<file path="config.mk">
export PLATFORM = sky130hd
export DESIGN_NAME = dmct_timer
export DESIGN_NICKNAME = d
export VERILOG_FILES = /design/src/logic/dmct_pkg.sv /design/src/logic/dmct_timer.sv
export SDC_FILE = /design/constraint.sdc
export NUM_CORES = 1
export LEC_CHECK = 0
export BUFFER_PORTS_ARGS = -buffer_cell sky130_fd_sc_hd__buf_4
export CAP_MARGIN = 25
export CELL_PAD_IN_SITES_DETAIL_PLACEMENT = 2
export CELL_PAD_IN_SITES_GLOBAL_PLACEMENT = 2
export CORE_AREA = 2 2 125 127
export CTS_BUF_LIST = sky130_fd_sc_hd__clkbuf_4 sky130_fd_sc_hd__clkbuf_8
export DETAILED_ROUTE_END_ITERATION = 10
export DIE_AREA = 0 0 127 129
export PLACE_DENSITY = 0.84
export SKIP_LAST_GASP = 1
export SLEW_MARGIN = 10
export SYNTH_ARGS = -nofsm -noshare
export SYNTH_HDL_FRONTEND = slang
export SYNTH_SLANG_ARGS = --single-unit
</file>
<file path="constraint.sdc">
create_clock -name clk_sys -period 4.35 [get_ports clk_sys]
set_input_delay 0 -clock clk_sys [delete_from_list [all_inputs] [get_ports clk_sys]]
set_output_delay 0 -clock clk_sys [all_outputs]
set_load 0.05 [all_outputs]
</file>
<file path="src/logic/dmct_pkg.sv">
// Constants shared by the dual mode capture timer.
// Assumes a Wishbone slave decode of register indices on word addresses.
package dmct_pkg;
	// ****************************************
	// Register indices (byte address = 4 * index)
	// ****************************************
	localparam logic [15:0] DMCT_IDX_LOW_RELOAD = 16'h7F14;
	localparam logic [15:0] DMCT_IDX_HIGH_RELOAD = 16'h7F15;
	localparam logic [15:0] DMCT_IDX_TIMER_CONTROL = 16'h7F16;
	localparam logic [15:0] DMCT_IDX_PRESCALE_MODE = 16'h7F17;
	localparam logic [15:0] DMCT_IDX_LOW_COUNT = 16'h7F18;
	localparam logic [15:0] DMCT_IDX_HIGH_COUNT = 16'h7F19;

	// ****************************************
	// Field positions
	// ****************************************
	localparam int DMCT_CTL_HIGH_RUN = 7;
	localparam int DMCT_CTL_HIGH_FLAG = 6;
	localparam int DMCT_CTL_HIGH_INT_EN = 5;
	localparam int DMCT_CTL_CLK_SEL_HI = 4;
	localparam int DMCT_CTL_CLK_SEL_LO = 3;
	localparam int DMCT_CTL_RUN = 2;
	localparam int DMCT_CTL_LOW_FLAG = 1;
	localparam int DMCT_CTL_LOW_INT_EN = 0;
	localparam int DMCT_PM_READ_SEL = 7;
	localparam int DMCT_PM_LEN8 = 6;
	localparam int DMCT_PM_CAPT_EN = 5;
	localparam int DMCT_PM_PRESCALE_HI = 4;
	localparam int DMCT_PM_PRESCALE_LO = 0;

	// ****************************************
	// Reset values and the byte maximum
	// ****************************************
	localparam logic [7:0] DMCT_RST_BYTE = 8'h00;
	localparam logic [4:0] DMCT_RST_PRESCALE = 5'h00;
	localparam logic [7:0] DMCT_BYTE_MAX = 8'hFF;

	// ****************************************
	// Count clock selection
	// ****************************************
	typedef enum logic [1:0] {
		DMCT_CLK_SYS = 2'b00,
		DMCT_CLK_RC = 2'b01,
		DMCT_CLK_FIRST_OSC = 2'b10,
		DMCT_CLK_SECOND_OSC = 2'b11
	} dmct_clk_sel_type;
endpackage

</file>
<file path="src/logic/dmct_timer.sv">
// Dual mode capture timer: 5-bit prescaler, 16-bit or 2 x 8-bit timer, capture.
// Assumes a classic Wishbone master on clk_sys and oscillator inputs
// already synchronous to clk_sys.
//
// Design decision made here: register access over Wishbone.
`timescale 1ns/1ps

module dmct_timer
	import dmct_pkg::*;
#(
	parameter int ADDR_W = 18
) (
	input wire logic clk_sys,
	input wire logic sys_rst,
	input wire logic wb_cyc,
	input wire logic wb_stb,
	input wire logic wb_we,
	input wire logic [ADDR_W-1:0] wb_adr,
	input wire logic [3:0] wb_sel,
	input wire logic [31:0] wb_dat_w,
	output logic [31:0] wb_dat_r,
	output logic wb_ack,
	input wire logic rc_osc,
	input wire logic first_oscillator_input,
	input wire logic second_oscillator_input,
	output logic irq_low,
	output logic irq_high,
	output logic irq_timer
);

	// ****************************************
	// Functions
	// ****************************************
	function automatic logic rose(input logic now_v, input logic old_v);
		rose = now_v & ~old_v;
	endfunction

	function automatic logic [31:0] byte_word(input logic [7:0] byte_v);
		byte_word = {24'h00_0000, byte_v};
	endfunction

	// ****************************************
	// Registers and state
	// ****************************************
	logic [7:0] low_reload_q;
	logic [7:0] high_reload_q;
	logic [7:0] ctl_q;
	logic [7:0] ctl_d;
	logic [7:0] pm_q;
	logic [7:0] low_buf_q;
	logic [7:0] high_buf_q;
	logic [7:0] low_cnt_q;
	logic [7:0] high_cnt_q;
	logic [7:0] low_cap_q;
	logic [7:0] high_cap_q;
	logic [4:0] pre_q;
	logic rc_q;
	logic first_osc_q;
	logic second_osc_q;
	logic ack_q;
	logic [31:0] dat_q;
	logic irq_low_q;
	logic irq_high_q;

	logic run;
	logic high_run_bit;
	logic len8;
	logic capt_en;
	logic read_sel;
	logic [4:0] prescale_val;
	dmct_clk_sel_type clk_sel;
	logic tick;
	logic pre_match;
	logic low_match;
	logic low_ovf;
	logic high_match;
	logic high_run;
	logic low_flag_set;
	logic high_flag_set;
	logic low_flag_rise;
	logic high_flag_rise;
	logic bus_req;
	logic bus_wr;
	logic [15:0] idx;
	logic wr_low_reload;
	logic wr_high_reload;
	logic wr_prescale_mode;
	logic wr_timer_control;

	assign run = ctl_q[DMCT_CTL_RUN];
	assign high_run_bit = ctl_q[DMCT_CTL_HIGH_RUN];
	assign len8 = pm_q[DMCT_PM_LEN8];
	assign capt_en = pm_q[DMCT_PM_CAPT_EN];
	assign read_sel = pm_q[DMCT_PM_READ_SEL];
	assign prescale_val = pm_q[DMCT_PM_PRESCALE_HI:DMCT_PM_PRESCALE_LO];
	assign clk_sel = dmct_clk_sel_type'(ctl_q[DMCT_CTL_CLK_SEL_HI:DMCT_CTL_CLK_SEL_LO]);

	// ****************************************
	// Count clock selection
	// ****************************************
	always_ff @(posedge clk_sys or posedge sys_rst) begin
		if (sys_rst) begin
			rc_q <= 1'b0;
		end else begin
			rc_q <= rc_osc;
		end
	end

	always_ff @(posedge clk_sys or posedge sys_rst) begin
		if (sys_rst) begin
			first_osc_q <= 1'b0;
		end else begin
			first_osc_q <= first_oscillator_input;
		end
	end

	always_ff @(posedge clk_sys or posedge sys_rst) begin
		if (sys_rst) begin
			second_osc_q <= 1'b0;
		end else begin
			second_osc_q <= second_oscillator_input;
		end
	end

	always_comb begin
		case (clk_sel)
			DMCT_CLK_SYS: tick = 1'b1;
			DMCT_CLK_RC: tick = rose(rc_osc, rc_q);
			DMCT_CLK_FIRST_OSC: tick = rose(first_oscillator_input, first_osc_q);
			DMCT_CLK_SECOND_OSC: tick = rose(second_oscillator_input, second_osc_q);
			default: tick = 1'b0;
		endcase
	end

	// ****************************************
	// Prescaler
	// ****************************************
	assign pre_match = run & tick & (pre_q == prescale_val);

	always_ff @(posedge clk_sys or posedge sys_rst) begin
		if (sys_rst) begin
			pre_q <= DMCT_RST_PRESCALE;
		end else if (!run) begin
			pre_q <= DMCT_RST_PRESCALE;
		end else if (pre_match) begin
			pre_q <= DMCT_RST_PRESCALE;
		end else if (tick) begin
			pre_q <= pre_q + 5'h01;
		end
	end

	// ****************************************
	// Match detection
	// ****************************************
	assign high_run = len8 ? high_run_bit : run;
	assign low_ovf = pre_match & (low_cnt_q == DMCT_BYTE_MAX);
	always_comb begin
		if (len8) begin
			low_match = pre_match & (low_cnt_q == low_buf_q);
			high_match = high_run & (high_cnt_q == high_buf_q);
		end else begin
			low_match = pre_match & ({high_cnt_q, low_cnt_q} == {high_buf_q, low_buf_q});
			high_match = low_match;
		end
	end

	// ****************************************
	// Counters
	// ****************************************
	always_ff @(posedge clk_sys or posedge sys_rst) begin
		if (sys_rst) begin
			low_cnt_q <= DMCT_RST_BYTE;
		end else if (!run) begin
			low_cnt_q <= DMCT_RST_BYTE;
		end else if (low_match) begin
			low_cnt_q <= DMCT_RST_BYTE;
		end else if (pre_match) begin
			low_cnt_q <= low_cnt_q + 8'h01;
		end
	end

	always_ff @(posedge clk_sys or posedge sys_rst) begin
		if (sys_rst) begin
			high_cnt_q <= DMCT_RST_BYTE;
		end else if (!high_run) begin
			high_cnt_q <= DMCT_RST_BYTE;
		end else if (high_match) begin
			high_cnt_q <= DMCT_RST_BYTE;
		end else if (len8 || low_ovf) begin
			high_cnt_q <= high_cnt_q + 8'h01;
		end
	end

	// ****************************************
	// Match buffers
	// ****************************************
	always_ff @(posedge clk_sys or posedge sys_rst) begin
		if (sys_rst) begin
			low_buf_q <= DMCT_RST_BYTE;
		end else if (!run || low_match) begin
			low_buf_q <= low_reload_q;
		end
	end

	always_ff @(posedge clk_sys or posedge sys_rst) begin
		if (sys_rst) begin
			high_buf_q <= DMCT_RST_BYTE;
		end else if (!high_run || high_match) begin
			high_buf_q <= high_reload_q;
		end
	end

	// ****************************************
	// Wishbone slave
	// ****************************************
	assign bus_req = wb_cyc & wb_stb & ~ack_q;
	assign bus_wr = bus_req & wb_we & wb_sel[0];
	assign idx = 16'(wb_adr[ADDR_W-1:2]);

	always_comb begin
		wr_low_reload = 1'b0;
		wr_high_reload = 1'b0;
		wr_prescale_mode = 1'b0;
		wr_timer_control = 1'b0;
		if (idx == DMCT_IDX_LOW_RELOAD) begin
			wr_low_reload = bus_wr;
		end else if (idx == DMCT_IDX_HIGH_RELOAD) begin
			wr_high_reload = bus_wr;
		end else if (idx == DMCT_IDX_TIMER_CONTROL) begin
			wr_timer_control = bus_wr;
		end else if (idx == DMCT_IDX_PRESCALE_MODE) begin
			wr_prescale_mode = bus_wr;
		end
	end

	always_ff @(posedge clk_sys or posedge sys_rst) begin
		if (sys_rst) begin
			ack_q <= 1'b0;
		end else begin
			ack_q <= bus_req;
		end
	end

	always_ff @(posedge clk_sys or posedge sys_rst) begin
		if (sys_rst) begin
			low_reload_q <= DMCT_RST_BYTE;
		end else if (wr_low_reload) begin
			low_reload_q <= wb_dat_w[7:0];
		end
	end

	always_ff @(posedge clk_sys or posedge sys_rst) begin
		if (sys_rst) begin
			high_reload_q <= DMCT_RST_BYTE;
		end else if (wr_high_reload) begin
			high_reload_q <= wb_dat_w[7:0];
		end
	end

	always_ff @(posedge clk_sys or posedge sys_rst) begin
		if (sys_rst) begin
			pm_q <= DMCT_RST_BYTE;
		end else if (wr_prescale_mode) begin
			pm_q <= wb_dat_w[7:0];
		end
	end

	always_ff @(posedge clk_sys or posedge sys_rst) begin
		if (sys_rst) begin
			dat_q <= 32'h0000_0000;
		end else if (bus_req && !wb_we) begin
			if (idx == DMCT_IDX_LOW_RELOAD) begin
				dat_q <= byte_word(read_sel ? low_cap_q : low_reload_q);
			end else if (idx == DMCT_IDX_HIGH_RELOAD) begin
				dat_q <= byte_word(read_sel ? high_cap_q : high_reload_q);
			end else if (idx == DMCT_IDX_TIMER_CONTROL) begin
				dat_q <= byte_word(ctl_q);
			end else if (idx == DMCT_IDX_PRESCALE_MODE) begin
				dat_q <= byte_word(pm_q);
			end else if (idx == DMCT_IDX_LOW_COUNT) begin
				dat_q <= byte_word(low_cnt_q);
			end else if (idx == DMCT_IDX_HIGH_COUNT) begin
				dat_q <= byte_word(high_cnt_q);
			end else begin
				dat_q <= 32'h0000_0000;
			end
		end
	end

	assign wb_ack = ack_q;
	assign wb_dat_r = dat_q;

	// ****************************************
	// Control register and flags
	// ****************************************
	assign low_flag_set = low_match;
	assign high_flag_set = len8 & high_match;

	always_comb begin
		ctl_d = ctl_q;
		if (wr_timer_control) begin
			ctl_d = wb_dat_w[7:0];
		end
		if (low_flag_set) begin
			ctl_d[DMCT_CTL_LOW_FLAG] = 1'b1;
		end
		if (high_flag_set) begin
			ctl_d[DMCT_CTL_HIGH_FLAG] = 1'b1;
		end
	end

	always_ff @(posedge clk_sys or posedge sys_rst) begin
		if (sys_rst) begin
			ctl_q <= DMCT_RST_BYTE;
		end else begin
			ctl_q <= ctl_d;
		end
	end

	assign low_flag_rise = rose(ctl_d[DMCT_CTL_LOW_FLAG], ctl_q[DMCT_CTL_LOW_FLAG]);
	assign high_flag_rise = rose(ctl_d[DMCT_CTL_HIGH_FLAG], ctl_q[DMCT_CTL_HIGH_FLAG]);

	// ****************************************
	// Capture registers
	// ****************************************
	always_ff @(posedge clk_sys or posedge sys_rst) begin
		if (sys_rst) begin
			low_cap_q <= DMCT_RST_BYTE;
		end else if (capt_en && high_flag_rise) begin
			low_cap_q <= low_cnt_q;
		end
	end

	always_ff @(posedge clk_sys or posedge sys_rst) begin
		if (sys_rst) begin
			high_cap_q <= DMCT_RST_BYTE;
		end else if (capt_en && (len8 ? low_flag_rise : high_flag_rise)) begin
			high_cap_q <= high_cnt_q;
		end
	end

	// ****************************************
	// Interrupt requests
	// ****************************************
	always_ff @(posedge clk_sys or posedge sys_rst) begin
		if (sys_rst) begin
			irq_low_q <= 1'b0;
			irq_high_q <= 1'b0;
		end else begin
			irq_low_q <= ctl_q[DMCT_CTL_LOW_FLAG] & ctl_q[DMCT_CTL_LOW_INT_EN];
			irq_high_q <= ctl_q[DMCT_CTL_HIGH_FLAG] & ctl_q[DMCT_CTL_HIGH_INT_EN];
		end
	end

	assign irq_low = irq_low_q;
	assign irq_high = irq_high_q;
	assign irq_timer = irq_low_q | irq_high_q;

endmodule

</file>
== Word level (Yosys, flattened, before mapping) ==
Cells that the tools add are included.

* Add/subtract/negate cells: 3
* Equality and inequality tests: 17
* Multiplexer cells: 35
* Bitwise operators: 25
* Reduce and logical (&&, ||, !) cells: 10

{| class="wikitable"
|+ Operators with widths
! operator !! count
|-
| 8-bit two-way mux || 14
|-
| 16-bit by 15-bit == test with 1-bit output (second input constant) || 6
|-
| 1-bit bitwise AND || 18
|-
| 8-bit by 1-bit adder with 8-bit output (second input constant) || 2
|-
| 16-bit == test || 1
|-
| 8-bit == test || 2
|-
| 1-bit two-way mux || 16
|-
| 5-bit two-way mux || 3
|-
| 8-bit == test (second input constant) || 1
|-
| 7-bit two-way mux || 1
|-
| 3-bit by 1-bit inequality test with 1-bit output (second input constant) || 2
|-
| 1-bit NOT || 6
|-
| 5-bit by 1-bit adder with 5-bit output (second input constant) || 1
|-
| 5-bit == test || 1
|-
| 2-bit == test (second input constant) || 2
|-
| 1-bit case mux with 4 select lines || 1
|-
| 1-bit logical AND || 3
|-
| 1-bit zero test || 3
|-
| 1-bit logical OR || 3
|-
| 3-bit by 2-bit inequality test with 1-bit output (second input constant) || 1
|-
| 2-bit by 1-bit == test with 1-bit output (second input constant) || 1
|-
| 2-bit zero test || 1
|-
| 1-bit OR || 1
|}

* Register bits after elaboration: 123
* Input port bits: 62
* Output and inout bits: 36
* Word-level logic and storage cells: 109

== Longest topological paths before layout ==
Gate-level depths: netlist of the first run.

* Depth after elaboration: 12
* Gate-level depth with buffers: 8
* Gate-level depth less buffers: 7

== Worst setup path after synthesis of the first run ==
OpenSTA, ideal clock, no wires.

* Path kind: register -> register
* Start: reg ack_q (netlist: wb_ack)
* End: reg high_cap_q[0]
* Setup time: 0.125 ns
* Data arrival time: 2.468 ns
* Required time: 4.225 ns
* Slack: 1.757 ns
* Stages on the path, launching flop included: 8
* Buffers on the path: 1
* Clock period less this slack: 2.593 ns
* Cell sequence: dfrtp_1 and3b_1 nand3_1 or4b_1 buf_2 nor4b_4 o221ai_2 mux2_2

* Cells in the longest elaborated chain, start to end: 12
* Elaborated cells between the ends (all ways): 14
* Those cells by class: 7 x mux; 6 x bitwise; 1 x reduce/logical

{| class="wikitable"
|+ RTL lines
! what !! RTL line !! source
|-
| start: declaration || dmct_timer.sv:60 || <nowiki>logic ack_q;</nowiki>
|-
| start signal: assignment || dmct_timer.sv:240 || <nowiki>ack_q <= bus_req;</nowiki>
|-
| 1-bit NOT (*) || dmct_timer.sv:216 || <nowiki>assign bus_req = wb_cyc & wb_stb & ~ack_q;</nowiki>
|-
| 1-bit bitwise AND (*) || dmct_timer.sv:216 ||
|-
| net bus_req || dmct_timer.sv:82 || <nowiki>logic bus_req;</nowiki>
|-
| 1-bit bitwise AND (*) (2 in a row) || dmct_timer.sv:217 || <nowiki>assign bus_wr = bus_req & wb_we & wb_sel[0];</nowiki>
|-
| 1-bit two-way mux (*) || dmct_timer.sv:229 || <nowiki>end else if (idx == DMCT_IDX_TIMER_CONTROL) begin</nowiki>
|-
| 1-bit two-way mux (*) || dmct_timer.sv:227 || <nowiki>end else if (idx == DMCT_IDX_HIGH_RELOAD) begin</nowiki>
|-
| 1-bit two-way mux (*) || dmct_timer.sv:225 || <nowiki>if (idx == DMCT_IDX_LOW_RELOAD) begin</nowiki>
|-
| 7-bit two-way mux (*) || dmct_timer.sv:301 || <nowiki>if (wr_timer_control) begin</nowiki>
|-
| 1-bit two-way mux, on equally long branches || dmct_timer.sv:307, dmct_timer.sv:304 ||
|-
| 1-bit bitwise AND || dmct_timer.sv:35 || <nowiki>rose = now_v & ~old_v;</nowiki>
|-
| 1-bit two-way mux (*) || dmct_timer.sv:337 || <nowiki>end else if (capt_en && (len8 ? low_flag_rise : high_flag_rise)) begin</nowiki>
|-
| 1-bit logical AND (*) || dmct_timer.sv:337 ||
|-
| end signal: assignment || dmct_timer.sv:338 || <nowiki>high_cap_q <= high_cnt_q;</nowiki>
|-
| end: declaration || dmct_timer.sv:55 || <nowiki>logic [7:0] high_cap_q;</nowiki>
|}

The timed path passes the listed nets; every way through them passes the cells marked *.
A chain may end at the register's enable or synchronous reset.

== Worst setup path in the final report of the first run ==
* Start: reg pm_q[0]
* End: reg high_buf_q[3]

* Cells in the longest elaborated chain, start to end: 5

{| class="wikitable"
|+ RTL lines
! what !! RTL line !! source
|-
| start: declaration || dmct_timer.sv:49 || <nowiki>logic [7:0] pm_q;</nowiki>
|-
| start signal: assignment || dmct_timer.sv:264 || <nowiki>pm_q <= wb_dat_w[7:0];</nowiki>
|-
| 5-bit == test || dmct_timer.sv:138 || <nowiki>assign pre_match = run & tick & (pre_q == prescale_val);</nowiki>
|-
| 1-bit bitwise AND || dmct_timer.sv:138 ||
|-
| 1-bit bitwise AND || dmct_timer.sv:162 || <nowiki>low_match = pre_match & ({high_cnt_q, low_cnt_q} == {high_buf_q, low_buf_q});</nowiki>
|-
| 1-bit two-way mux || dmct_timer.sv:158 || <nowiki>if (len8) begin</nowiki>
|-
| 1-bit logical OR || dmct_timer.sv:208 || <nowiki>end else if (!high_run || high_match) begin</nowiki>
|-
| end signal: assignment || dmct_timer.sv:209 || <nowiki>high_buf_q <= high_reload_q;</nowiki>
|-
| end: declaration || dmct_timer.sv:51 || <nowiki>logic [7:0] high_buf_q;</nowiki>
|}

Every way passes these cells.

==> results of run 1 <==
worst paths after layout:
check	start	end	slack, ps	depth (start not counted)
worst max-delay path	pm_q[0]	high_buf_q[3]	1220	6
worst min-delay path	wb_adr[3]	high_reload_q[0]	220	3
worst max register to register	pm_q[0]	high_buf_q[3]	1220	6
worst min register to register	high_cap_q[0]	high_cap_q[0]	520	1
max in group asynchronous	sys_rst	ctl_q[5]	2930	4
min in group asynchronous	sys_rst	high_cnt_q[3]	230	3
registers in the layout, indices dropped and copies added, names as in the netlist:
| name | cells |
|---|---|
| high_cnt_q | 8 |
| high_buf_q | 8 |
| irq_high | 1 |
| second_osc_q | 1 |
| first_osc_q | 1 |
| pm_q | 8 |
| wb_dat_r | 8 |
| high_cap_q | 8 |
| high_reload_q | 8 |
| pre_q | 5 |
| low_reload_q | 8 |
| low_cap_q | 8 |
| irq_low | 1 |
| wb_ack | 1 |
| low_buf_q | 8 |
| rc_q | 1 |
| low_cnt_q | 8 |
| ctl_q | 8 |
metal layers:
| metal | up-vias | part of all wire | global-route usage |
|---|---|---|---|
| li1 | 1708 | - | - |
| met1 | 1968 | 0.43 | 0.252 |
| met2 | 70 | 0.51 | 0.339 |
| met3 | 21 | 0.028 | 0.0295 |
| met4 | 0 | 0.030 | 0.0970 |
| met5 | - | 0 | 0 |
per-stage QoR:
stage	area [um^2]	total power, mW	utilization
final	6000	1.88	0.400
after CTS	5960	1.90	0.398
after detailed placement	5560	1.11	0.371
after floorplan	5240	1.07	-
after global routing	6000	1.95	0.400
after global placement	5560	1.10	0.371
layout make-up:
| type | count | area, um^2 | share of cell area |
|---|---|---|---|
| Clock buffer | 9 | 124 | 0.0207 |
| Tap cell | 188 | 235 | 0.0392 |
| Clock inverter | 7 | 140 | 0.0234 |
| Multi-Input combinational cell | 334 | 2460 | 0.410 |
| Sequential cell | 99 | 2480 | 0.413 |
| Timing Repair Buffer | 62 | 520 | 0.0868 |
| Inverter | 10 | 40.0 | 0.00668 |
kinds of logic after synthesis:
kind of cell | synth area share
buffers and inverters | 0.0600
and+or+nand+nor | 0.145
other | 0.000728
adders and majority gates | 0.00729
xor gates and xnor gates | 0.0510
muxes | 0.173
AOI/OAI and AO/OA | 0.0821
DFF | 0.481
synthesized netlist by cell type (2+ instances only):
master	instances	area, um^2
sky130_fd_sc_hd__nor2_1	25	93.8
sky130_fd_sc_hd__nand2b_1	4	25.0
sky130_fd_sc_hd__ha_1	3	37.5
sky130_fd_sc_hd__clkbuf_1	13	48.8
sky130_fd_sc_hd__nor4_1	5	31.3
sky130_fd_sc_hd__a31o_2	8	70.1
sky130_fd_sc_hd__or2_2	2	12.5
sky130_fd_sc_hd__o32ai_1	8	70.1
sky130_fd_sc_hd__a21oi_1	15	75.1
sky130_fd_sc_hd__or3_1	3	18.8
sky130_fd_sc_hd__dfrtp_1	99	2480
sky130_fd_sc_hd__o21ai_0	17	85.1
sky130_fd_sc_hd__nand4_1	6	37.5
sky130_fd_sc_hd__inv_1	10	37.5
sky130_fd_sc_hd__buf_2	4	20.0
sky130_fd_sc_hd__nor3b_1	2	15.0
sky130_fd_sc_hd__nor3_1	7	35.0
sky130_fd_sc_hd__mux2i_1	27	270
sky130_fd_sc_hd__mux2_2	55	619
sky130_fd_sc_hd__nand2_1	45	169
sky130_fd_sc_hd__or4_1	5	37.5
sky130_fd_sc_hd__nor2b_1	2	12.5
sky130_fd_sc_hd__o22ai_1	3	18.8
sky130_fd_sc_hd__xor2_1	13	114
sky130_fd_sc_hd__o31ai_1	3	22.5
sky130_fd_sc_hd__a21o_1	3	22.5
sky130_fd_sc_hd__nand3_1	11	55.1
sky130_fd_sc_hd__buf_4	24	180
sky130_fd_sc_hd__nor4b_4	3	71.3
sky130_fd_sc_hd__nand4b_1	2	17.5
sky130_fd_sc_hd__xnor2_1	17	149
sky130_fd_sc_hd__buf_1	3	11.3
sky130_fd_sc_hd__and2_1	2	12.5
worst max-delay path: stages, from the launching register on:
cell and delay (ps):
sky130_fd_sc_hd__dfrtp_1 480, sky130_fd_sc_hd__xor2_1 210, sky130_fd_sc_hd__nor3_1 220, sky130_fd_sc_hd__nand3_1 370
sky130_fd_sc_hd__or4b_2 790, sky130_fd_sc_hd__nand2_1 530, sky130_fd_sc_hd__mux2_2 410
power by group:
group | leakage [nW] | switching, mW | internal (mW) | total [mW]
clock network | 0.125 | 0.340 | 0.439 | 0.779
logic | 1.35 | 0.124 | 0.0516 | 0.176
registers | 1.36 | 0.00162 | 0.923 | 0.925
==> impl_metrics.xml, run 1 <==
<?xml version="1.0" encoding="UTF-8"?>
<metrics>
  <group name="sta">
    <metric name="worst_slew_margin_rel" unit="">0.362</metric>
    <metric name="timing.setup.tns" unit="ps">0</metric>
    <metric name="rsz0062_at_grt" unit="">false</metric>
    <metric name="max_freq" unit="MHz">319</metric>
    <metric name="fin_crit" unit="ps">3130</metric>
    <metric name="worst_pin_slew" unit="ps">950</metric>
    <metric name="timing.clock.skew" unit="ps">6.00</metric>
    <metric name="setup_viol" unit="">0</metric>
    <metric name="timing.hold.ws" unit="ps">224</metric>
    <metric name="finalHoldViolCount" unit="">0</metric>
    <metric name="final.period_utilization" unit="">0.720</metric>
    <metric name="slew_violations" unit="">0</metric>
    <metric name="setup_slack" unit="ps">1220</metric>
  </group>
  <group name="cells_and_area">
    <metric name="final.fill_count" unit="">1547</metric>
    <metric name="layout.nets" unit="">581</metric>
    <metric name="diodes" unit="">0</metric>
    <metric name="syn_to_final_growth" unit="%">16.4</metric>
    <metric name="final_layout_size_suffix_gt1_frac" unit="">0.269</metric>
    <metric name="mostFrequentLayoutCells" unit="">99 x sky130_fd_sc_hd__dfrtp_1, 55 x sky130_fd_sc_hd__mux2_2, 47 x sky130_fd_sc_hd__buf_4, 45 x sky130_fd_sc_hd__nand2_1, 27 x sky130_fd_sc_hd__mux2i_1</metric>
    <metric name="most_frequent_standard_cell_in_the_layout_excluding_fill_and_tap_cells" unit="">sky130_fd_sc_hd__dfrtp_1</metric>
    <metric name="final_cells" unit="">709</metric>
  </group>
  <group name="pwr">
    <metric name="static-leakage-power" unit="nW">2.83</metric>
    <metric name="power.density" unit="mW/mm^2">314</metric>
    <metric name="ir_worst_vdd" unit="mV">0.117</metric>
  </group>
  <group name="clock_network">
    <metric name="worst_skew_pair.late_latency" unit="ps">390</metric>
    <metric name="cts_tree" unit="">built</metric>
    <metric name="cts-root-buf" unit="">sky130_fd_sc_hd__clkbuf_8</metric>
    <metric name="numCtsBuffers" unit="">9</metric>
    <metric name="cts_repair_resize_count" unit="">0</metric>
    <metric name="cts.reportedPaths.clkPinSlew" unit="ps">100</metric>
    <metric name="tritoncts_num_sinks" unit="">99</metric>
    <metric name="cts-hold-fix-buffers" unit="">14</metric>
    <metric name="post_cts_buffers" unit="">0</metric>
    <metric name="cts.htree.levels" unit="">3</metric>
    <metric name="cts_buffer_depth" unit="">2</metric>
  </group>
  <group name="logic_synthesis">
    <metric name="synth_edf_count" unit="">0</metric>
    <metric name="syn_inst" unit="">465</metric>
    <metric name="synthFlopType" unit="">sky130_fd_sc_hd__dfrtp_1</metric>
    <metric name="postSynthAreaPerCell" unit="um^2">11.1</metric>
    <metric name="synth.lib_cells_used.distinct" unit="">49</metric>
    <metric name="yosys_warnings" unit="">0</metric>
    <metric name="synthesis.area" unit="mm^2">0.00515</metric>
    <metric name="ys_seq_elements" unit="">99</metric>
    <metric name="async_reset_ff_frac" unit="">1.00</metric>
    <metric name="synth-seq-area-share" unit="">0.481</metric>
  </group>
  <group name="run_status">
    <metric name="outcome" unit="">completed</metric>
  </group>
  <group name="route">
    <metric name="post-route-drc-count" unit="">0</metric>
    <metric name="detail_route.first_pass.iterations" unit="">4</metric>
    <metric name="wl" unit="um">15600</metric>
    <metric name="route.vias.total" unit="">3767</metric>
    <metric name="drt-wirelength-per-cell" unit="um">22.0</metric>
    <metric name="via_per_inst" unit="">5.31</metric>
    <metric name="drt_first_iter_violations" unit="">235</metric>
    <metric name="drt.antenna.violating_nets" unit="">0</metric>
  </group>
  <group name="floorplan">
    <metric name="num_io_pins" unit="">98</metric>
    <metric name="initial_utilization" unit="">0.344</metric>
    <metric name="design.core.area" unit="mm^2">0.0150</metric>
    <metric name="std_cell_rows" unit="">45</metric>
    <metric name="fp.dieArea" unit="mm^2">0.0164</metric>
    <metric name="die_x" unit="um">127</metric>
    <metric name="die_height" unit="um">129</metric>
  </group>
  <group name="global_routing">
    <metric name="grt_overflow_total" unit="">0</metric>
    <metric name="grt_max_degree" unit="">54</metric>
    <metric name="grt_pass1_wl" unit="um">24500</metric>
    <metric name="vias_in_the_first_global_route" unit="">4181</metric>
    <metric name="grt_antenna_before_repair" unit="">0</metric>
    <metric name="all_layer_global_routing_usage" unit="">0.200</metric>
  </group>
  <group name="placement">
    <metric name="portBuffers" unit="">44</metric>
    <metric name="finalWeightedCongestion" unit="">0.829</metric>
    <metric name="dpl.hpwl" unit="um">11200</metric>
    <metric name="pre_cts_slack" unit="ps">1250</metric>
    <metric name="post-place-cells" unit="">678</metric>
  </group>
  <group name="critical_path">
    <metric name="cp.required" unit="ps">4630</metric>
    <metric name="critPathCaptureType" unit="">register</metric>
    <metric name="critical_path_class" unit="">register to register</metric>
    <metric name="critPathArrivalTime" unit="ps">3410</metric>
    <metric name="setup.worst_path.start_class" unit="">register</metric>
    <metric name="critical_path_peak_fanout" unit="">16</metric>
  </group>
  <group name="run">
    <metric name="max_cap_viol_count" unit="">0</metric>
  </group>
  <group name="hold_path">
    <metric name="worst_hold_path_type" unit="">primary input to register</metric>
  </group>
</metrics>
(Power assumes the default switching activity.)
==> run 2: changes to the inputs <==
clock period = 3 ns   (was 4.35 ns; I/O delays follow)
==> impl_metrics.xml, run 2 (synthesized netlist as in run 1, its figures left out) <==
<?xml version="1.0" encoding="UTF-8"?>
<metrics>
  <group name="sta">
    <metric name="worst_slew_margin_rel" unit="">0.494</metric>
    <metric name="timing.clock.skew" unit="ps">10.4</metric>
    <metric name="max_freq" unit="MHz">358</metric>
    <metric name="worst_pin_slew" unit="ps">756</metric>
    <metric name="final.period_utilization" unit="">0.931</metric>
    <metric name="rsz0062_at_grt" unit="">false</metric>
    <metric name="finalHoldViolCount" unit="">0</metric>
    <metric name="slew_violations" unit="">0</metric>
    <metric name="setup_viol" unit="">0</metric>
    <metric name="timing.setup.tns" unit="ps">0</metric>
    <metric name="fin_crit" unit="ps">2790</metric>
  </group>
  <group name="cells_and_area">
    <metric name="mostFrequentLayoutCells" unit="">99 x sky130_fd_sc_hd__dfrtp_1, 66 x sky130_fd_sc_hd__buf_4, 55 x sky130_fd_sc_hd__mux2_2, 45 x sky130_fd_sc_hd__nand2_1, 27 x sky130_fd_sc_hd__mux2i_1</metric>
    <metric name="final_design_area_no_fill" unit="mm^2">0.00605</metric>
    <metric name="most_frequent_standard_cell_in_the_layout_excluding_fill_and_tap_cells" unit="">sky130_fd_sc_hd__dfrtp_1</metric>
    <metric name="multi_input_comb_area" unit="mm^2">0.00245</metric>
    <metric name="final.fill_count" unit="">1578</metric>
    <metric name="layout.nets" unit="">600</metric>
    <metric name="final_layout_size_suffix_gt1_frac" unit="">0.294</metric>
    <metric name="syn_to_final_growth" unit="%">17.4</metric>
    <metric name="diodes" unit="">0</metric>
    <metric name="area.sequential" unit="mm^2">0.00248</metric>
  </group>
  <group name="clock_network">
    <metric name="cts.htree.levels" unit="">3</metric>
    <metric name="tritoncts_num_sinks" unit="">99</metric>
    <metric name="cts_buffer_depth" unit="">2</metric>
    <metric name="worst_skew_pair.late_latency" unit="ps">390</metric>
    <metric name="cts_tree" unit="">built</metric>
    <metric name="cts.reportedPaths.clkPinSlew" unit="ps">100</metric>
    <metric name="cts-root-buf" unit="">sky130_fd_sc_hd__clkbuf_8</metric>
    <metric name="numCtsBuffers" unit="">9</metric>
  </group>
  <group name="global_routing">
    <metric name="vias_in_the_first_global_route" unit="">4324</metric>
    <metric name="grt_antenna_before_repair" unit="">0</metric>
    <metric name="grt_pass1_wl" unit="um">25000</metric>
    <metric name="grt_overflow_total" unit="">0</metric>
    <metric name="grt_max_degree" unit="">52</metric>
    <metric name="all_layer_global_routing_usage" unit="">0.204</metric>
  </group>
  <group name="floorplan">
    <metric name="design.core.area" unit="mm^2">0.0150</metric>
    <metric name="die_x" unit="um">127</metric>
    <metric name="die_height" unit="um">129</metric>
    <metric name="fp.dieArea" unit="mm^2">0.0164</metric>
    <metric name="std_cell_rows" unit="">45</metric>
    <metric name="num_io_pins" unit="">98</metric>
    <metric name="initial_utilization" unit="">0.344</metric>
  </group>
  <group name="run_status">
    <metric name="outcome" unit="">completed</metric>
  </group>
  <group name="route">
    <metric name="drt-wirelength-per-cell" unit="um">21.7</metric>
    <metric name="post-route-drc-count" unit="">0</metric>
    <metric name="detail_route.first_pass.iterations" unit="">4</metric>
    <metric name="drt_first_iter_violations" unit="">194</metric>
    <metric name="route.vias.total" unit="">3860</metric>
    <metric name="drt.antenna.violating_nets" unit="">0</metric>
    <metric name="via_per_inst" unit="">5.30</metric>
    <metric name="wl" unit="um">15800</metric>
  </group>
  <group name="critical_path">
    <metric name="critPathCaptureType" unit="">register</metric>
    <metric name="cp.required" unit="ps">3270</metric>
    <metric name="critical_path_peak_fanout" unit="">9</metric>
    <metric name="critical_path_class" unit="">register to register</metric>
    <metric name="critPathArrivalTime" unit="ps">3060</metric>
    <metric name="setup.worst_path.start_class" unit="">register</metric>
  </group>
  <group name="placement">
    <metric name="portBuffers" unit="">44</metric>
    <metric name="finalWeightedCongestion" unit="">0.867</metric>
    <metric name="postPlaceCellArea" unit="mm^2">0.00572</metric>
    <metric name="dpl.hpwl" unit="um">11700</metric>
  </group>
  <group name="hold_path">
    <metric name="worst_hold_path_type" unit="">primary input to asynchronous set/reset pin</metric>
  </group>
  <group name="pwr">
    <metric name="ir_worst_vdd" unit="mV">0.184</metric>
    <metric name="static-leakage-power" unit="nW">2.89</metric>
    <metric name="power.density" unit="mW/mm^2">403</metric>
  </group>
  <group name="run">
    <metric name="max_cap_viol_count" unit="">0</metric>
  </group>
</metrics>
==> run 2: final cells by class <==
type | instances | share of cell area
flip-flops and latches | 99 | 0.410
multi-input cells | 334 | 0.405
inverters | 10 | 0.00662
repair buffers | 81 | 0.108
well taps | 188 | 0.0389
clock buffers | 11 | 0.0250
clock inverters | 5 | 0.00621
==> run 2: through the flow <==
stage,worst slack (ps),utilization,instances,power (mW),hold WS (ps)
after global routing,77.5,0.404,728,2.53,262
final,208,0.404,728,2.44,256
after global placement,419,0.382,698,1.61,120
after floorplan,407,-,488,1.55,31.4
after detailed placement,279,0.382,698,1.62,121
after CTS,142,0.404,728,2.47,247
==> run 2: repair_timing <==
item / in CTS / in global routing
resized for setup: 0 / 0
setup buffers: 0 / 0
endpoints found under the hold margin: 84 / 0
hold buffers: 14 / 0
==> run 2: critical path: stages (launching register included) <==
cell and delay [ps]:
sky130_fd_sc_hd__dfrtp_1 430, sky130_fd_sc_hd__xor2_1 160, sky130_fd_sc_hd__nor4_1 420, sky130_fd_sc_hd__nand2_1 250
sky130_fd_sc_hd__or4b_2 660, sky130_fd_sc_hd__nand2_1 360, sky130_fd_sc_hd__mux2_2 390
==> run 2: final timing paths <==
path	to	startpoint	slack [ps]	cells after the start
max reg2reg	high_buf_q[5]	low_buf_q[6]	210	6
max in group asynchronous	first_osc_q	sys_rst	2030	4
max	high_buf_q[5]	low_buf_q[6]	210	6
min in group clk_sys	pm_q[6]	wb_adr[7]	260	6
min	high_reload_q[6]	sys_rst	260	3
min reg2reg	high_cap_q[3]	high_cap_q[3]	520	1
==> run 2: per-layer routing <==
metal / global-route usage / wire [um] / up-vias
met5: 0 / 0 / -
met4: 0.0498 / 241 / 0
met3: 0.0441 / 570 / 16
met2: 0.382 / 8410 / 75
met1: 0.238 / 6560 / 2026
li1: - / - / 1743
==> run 2: report_power, final <==
group	total (mW)	leakage, nW	switching, mW	internal, mW
clock	0.835	0.0915	0.487	0.348
sequential	1.34	1.36	0.00316	1.34
combinational	0.262	1.44	0.182	0.0798
==> run 3: changes to the inputs <==
ABC_AREA = 1   (was not set)
CORE_AREA = 2 2 131 133   (was 2 2 125 127)
DIE_AREA = 0 0 133 135   (was 0 0 127 129)
PLACE_DENSITY = 0.87   (was 0.84)
==> impl_metrics.xml, run 3 <==
<?xml version="1.0" encoding="UTF-8"?>
<metrics>
  <group name="critical_path">
    <metric name="worstPathCellList" unit="">dlygate4sd3_1 &gt; buf_4 &gt; nand2_1 &gt; dlygate4sd3_1 &gt; nor2_1 &gt; nand3_1 &gt; nor2_1 &gt; nand3_1 &gt; nand2_1 &gt; nand2_2 &gt; nand2_2 &gt; nand2_2 &gt; nand2_1 &gt; nand2_1</metric>
    <metric name="critPathArrivalTime" unit="ps">2950</metric>
    <metric name="critical_path.n_buffers_inverters" unit="">3</metric>
    <metric name="cpMostUsedCell" unit="">sky130_fd_sc_hd__nand2_1</metric>
    <metric name="timing.critical_path.slowest_cell_delay" unit="ps">550</metric>
    <metric name="critical_path_peak_fanout" unit="">17</metric>
    <metric name="critPathCaptureType" unit="">register</metric>
    <metric name="setup.worst_path.start_class" unit="">primary input</metric>
    <metric name="worst_path_max_delay_cell" unit="">sky130_fd_sc_hd__dlygate4sd3_1</metric>
    <metric name="crit_family" unit="">simple AND/OR/NAND/NOR gates</metric>
    <metric name="critical_path_class" unit="">primary input to register</metric>
    <metric name="cp.required" unit="ps">3290</metric>
  </group>
  <group name="cells_and_area">
    <metric name="layout.nets" unit="">811</metric>
    <metric name="most_frequent_standard_cell_in_the_layout_excluding_fill_and_tap_cells" unit="">sky130_fd_sc_hd__nand2_1</metric>
    <metric name="mostFrequentLayoutCells" unit="">195 x sky130_fd_sc_hd__nand2_1, 99 x sky130_fd_sc_hd__dfrtp_1, 77 x sky130_fd_sc_hd__inv_1, 65 x sky130_fd_sc_hd__nor2_1, 49 x sky130_fd_sc_hd__buf_4</metric>
    <metric name="syn_to_final_growth" unit="%">15.2</metric>
    <metric name="diodes" unit="">0</metric>
    <metric name="final_layout_size_suffix_gt1_frac" unit="">0.142</metric>
    <metric name="final_cells" unit="">971</metric>
  </group>
  <group name="hold_path">
    <metric name="worst_hold_path_type" unit="">primary input to register</metric>
  </group>
  <group name="floorplan">
    <metric name="fp.dieArea" unit="mm^2">0.0180</metric>
    <metric name="die_height" unit="um">135</metric>
    <metric name="die_x" unit="um">133</metric>
    <metric name="num_io_pins" unit="">98</metric>
    <metric name="initial_utilization" unit="">0.326</metric>
    <metric name="design.core.area" unit="mm^2">0.0164</metric>
    <metric name="std_cell_rows" unit="">47</metric>
  </group>
  <group name="logic_synthesis">
    <metric name="synth.top_cell.area_share" unit="">0.463</metric>
    <metric name="synth_edf_count" unit="">0</metric>
    <metric name="yosys_warnings" unit="">0</metric>
    <metric name="ys_seq_elements" unit="">99</metric>
    <metric name="synth-seq-area-share" unit="">0.463</metric>
    <metric name="async_reset_ff_frac" unit="">1.00</metric>
    <metric name="synth.lib_cells_used.distinct" unit="">37</metric>
    <metric name="synthesis.area" unit="mm^2">0.00535</metric>
    <metric name="postSynthAreaPerCell" unit="um^2">7.79</metric>
    <metric name="synthFlopType" unit="">sky130_fd_sc_hd__dfrtp_1</metric>
    <metric name="synthTopCellsByCount" unit="">195 x sky130_fd_sc_hd__nand2_1, 99 x sky130_fd_sc_hd__dfrtp_1, 78 x sky130_fd_sc_hd__inv_1</metric>
    <metric name="cell_type_with_the_largest_total_area_after_synthesis" unit="">sky130_fd_sc_hd__dfrtp_1</metric>
    <metric name="syn_inst" unit="">687</metric>
    <metric name="netlist_top_cells_area" unit="">sky130_fd_sc_hd__dfrtp_1 46%, sky130_fd_sc_hd__nand2_1 14%, sky130_fd_sc_hd__inv_1 5.5%, sky130_fd_sc_hd__nor2_1 4.6%, sky130_fd_sc_hd__o21ai_0 4.3%</metric>
    <metric name="post-synth-top-count-cell" unit="">sky130_fd_sc_hd__nand2_1</metric>
  </group>
  <group name="pwr">
    <metric name="sw_frac_of_total" unit="">0.287</metric>
    <metric name="static-leakage-power" unit="nW">2.98</metric>
    <metric name="power.share.clock" unit="">0.362</metric>
    <metric name="p_sw" unit="uW">687</metric>
    <metric name="seq_power_share" unit="">0.560</metric>
    <metric name="ir_worst_vdd" unit="mV">0.232</metric>
    <metric name="power.density" unit="mW/mm^2">388</metric>
    <metric name="cellInternalPower" unit="mW">1.70</metric>
    <metric name="p_comb_frac" unit="">0.078</metric>
  </group>
  <group name="route">
    <metric name="wl" unit="um">17400</metric>
    <metric name="drt_first_iter_violations" unit="">265</metric>
    <metric name="drt.antenna.violating_nets" unit="">0</metric>
    <metric name="detail_route.first_pass.iterations" unit="">4</metric>
    <metric name="drt-wirelength-per-cell" unit="um">17.9</metric>
    <metric name="via_per_inst" unit="">4.91</metric>
    <metric name="route.vias.total" unit="">4763</metric>
    <metric name="post-route-drc-count" unit="">0</metric>
  </group>
  <group name="global_routing">
    <metric name="grt_pass1_wl" unit="um">28400</metric>
    <metric name="grt_max_degree" unit="">83</metric>
    <metric name="grt_overflow_total" unit="">0</metric>
    <metric name="all_layer_global_routing_usage" unit="">0.206</metric>
    <metric name="vias_in_the_first_global_route" unit="">5187</metric>
    <metric name="grt_antenna_before_repair" unit="">0</metric>
  </group>
  <group name="sta">
    <metric name="setup_slack" unit="ps">336</metric>
    <metric name="timing.clock.skew" unit="ps">16.5</metric>
    <metric name="slew_violations" unit="">0</metric>
    <metric name="worst_pin_slew" unit="ps">760</metric>
    <metric name="fin_crit" unit="ps">2660</metric>
    <metric name="final.period_utilization" unit="">0.888</metric>
    <metric name="worst_slew_margin_rel" unit="">0.491</metric>
    <metric name="max_freq" unit="MHz">375</metric>
    <metric name="rsz0062_at_grt" unit="">false</metric>
    <metric name="timing.setup.tns" unit="ps">0</metric>
    <metric name="setup_viol" unit="">0</metric>
    <metric name="finalHoldViolCount" unit="">0</metric>
  </group>
  <group name="clock_network">
    <metric name="tritoncts_num_sinks" unit="">99</metric>
    <metric name="numCtsBuffers" unit="">9</metric>
    <metric name="cts_tree" unit="">built</metric>
    <metric name="cts_buffer_depth" unit="">2</metric>
    <metric name="cts.htree.levels" unit="">3</metric>
    <metric name="worst_skew_pair.late_latency" unit="ps">410</metric>
    <metric name="cts-root-buf" unit="">sky130_fd_sc_hd__clkbuf_8</metric>
    <metric name="post_cts_buffers" unit="">0</metric>
    <metric name="cts.reportedPaths.clkPinSlew" unit="ps">100</metric>
  </group>
  <group name="run">
    <metric name="max_cap_viol_count" unit="">0</metric>
  </group>
  <group name="placement">
    <metric name="dpl.hpwl" unit="um">13300</metric>
    <metric name="portBuffers" unit="">44</metric>
    <metric name="post-place-cells" unit="">939</metric>
    <metric name="finalWeightedCongestion" unit="">0.855</metric>
    <metric name="pre_cts_slack" unit="ps">668</metric>
  </group>
  <group name="run_status">
    <metric name="outcome" unit="">completed</metric>
  </group>
</metrics>
## run 3: cell count changes in the layout (fill, tap and decap cells not counted), sizes merged, moves of 10 or more
cell / before / now
mux2: 55 / 0
inv: 10 / 88
nand3: 11 / 40
xnor2: 17 / 7
mux2i: 27 / 0
o21ai: 18 / 71
buf: 67 / 50
nand2: 45 / 205
a21oi: 15 / 5
nand4: 6 / 16
nor2: 25 / 68
## run 3: final timing paths
path	endpoint	from	depth (start not counted)	slack (ps)
worst min-delay path	high_reload_q[3]	wb_adr[5]	4	70
min in group asynchronous	high_buf_q[0]	sys_rst	3	150
worst max-delay path	high_cap_q[5]	wb_stb	14	340
worst max register to register	high_cap_q[5]	high_cnt_q[3]	12	650
max in group asynchronous	ctl_q[1]	sys_rst	5	2000
worst min register to register	wb_ack	wb_ack	1	470
## run 3: power groups by stage
stage	clock, mW	combinational (mW)	sequential, mW
5_1_grt	0.943	0.203	1.34
4_1_cts	0.885	0.184	1.34
6_report	0.865	0.187	1.34
2_1_floorplan	0	0.131	1.37
3_5_place_dp	0	0.168	1.36
3_3_place_gp	0	0.162	1.36
## run 3: worst min-delay path: cells and delay by family
kind	cells	cell delay, ps
and+or+nand+nor	2	270
AOI/OAI and AO/OA	1	70
buffers and inverters	1	110
## run 3: stage by stage
stage	power, mW	utilization	hold WS, ps	instance area (um^2)
2_1_floorplan	1.50	-	31.4	5440
3_3_place_gp	1.53	0.354	120	5800
3_5_place_dp	1.53	0.354	121	5800
4_1_cts	2.41	0.374	64.5	6130
5_1_grt	2.48	0.376	99.6	6160
6_report	2.39	0.376	74.9	6160
## run 3: layer usage
| metal | global-route usage | part of all wire | vias up |
|---|---|---|---|
| li1 | - | - | 2244 |
| met1 | 0.266 | 0.43 | 2404 |
| met2 | 0.358 | 0.50 | 91 |
| met3 | 0.0236 | 0.044 | 24 |
| met4 | 0.0705 | 0.021 | 0 |
| met5 | 0 | 0 | - |
## run 3: cells by family (layout without fill, tap and decap cells)
group | after synthesis | in the layout | share of synthesized area
AO/OA/AOI/OAI | 90 | 90 | 0.0999
buffers and inverters | 125 | 166 | 0.112
adder cells (fa/ha/maj) | 3 | 3 | 0.00702
flip-flops | 99 | 99 | 0.463
other | 1 | 24 | 0.000701
XOR/XNOR | 21 | 21 | 0.0344
AND/OR/NAND/NOR | 348 | 348 | 0.283
## run 3: timing repair
action | in CTS | in global routing
hold buffers | 15 | 0
endpoints found under the hold margin | 120 | 0
gates resized for setup | 0 | 0
## run 3: cell type report
cell class	instances	area [um^2]
Clock buffer	9	124
Clock inverter	7	56.3
Fill cell	1931	10200
Inverter	85	322
Multi-Input combinational cell	486	2360
Sequential cell	99	2480
Tap cell	220	275
Timing Repair Buffer	65	546
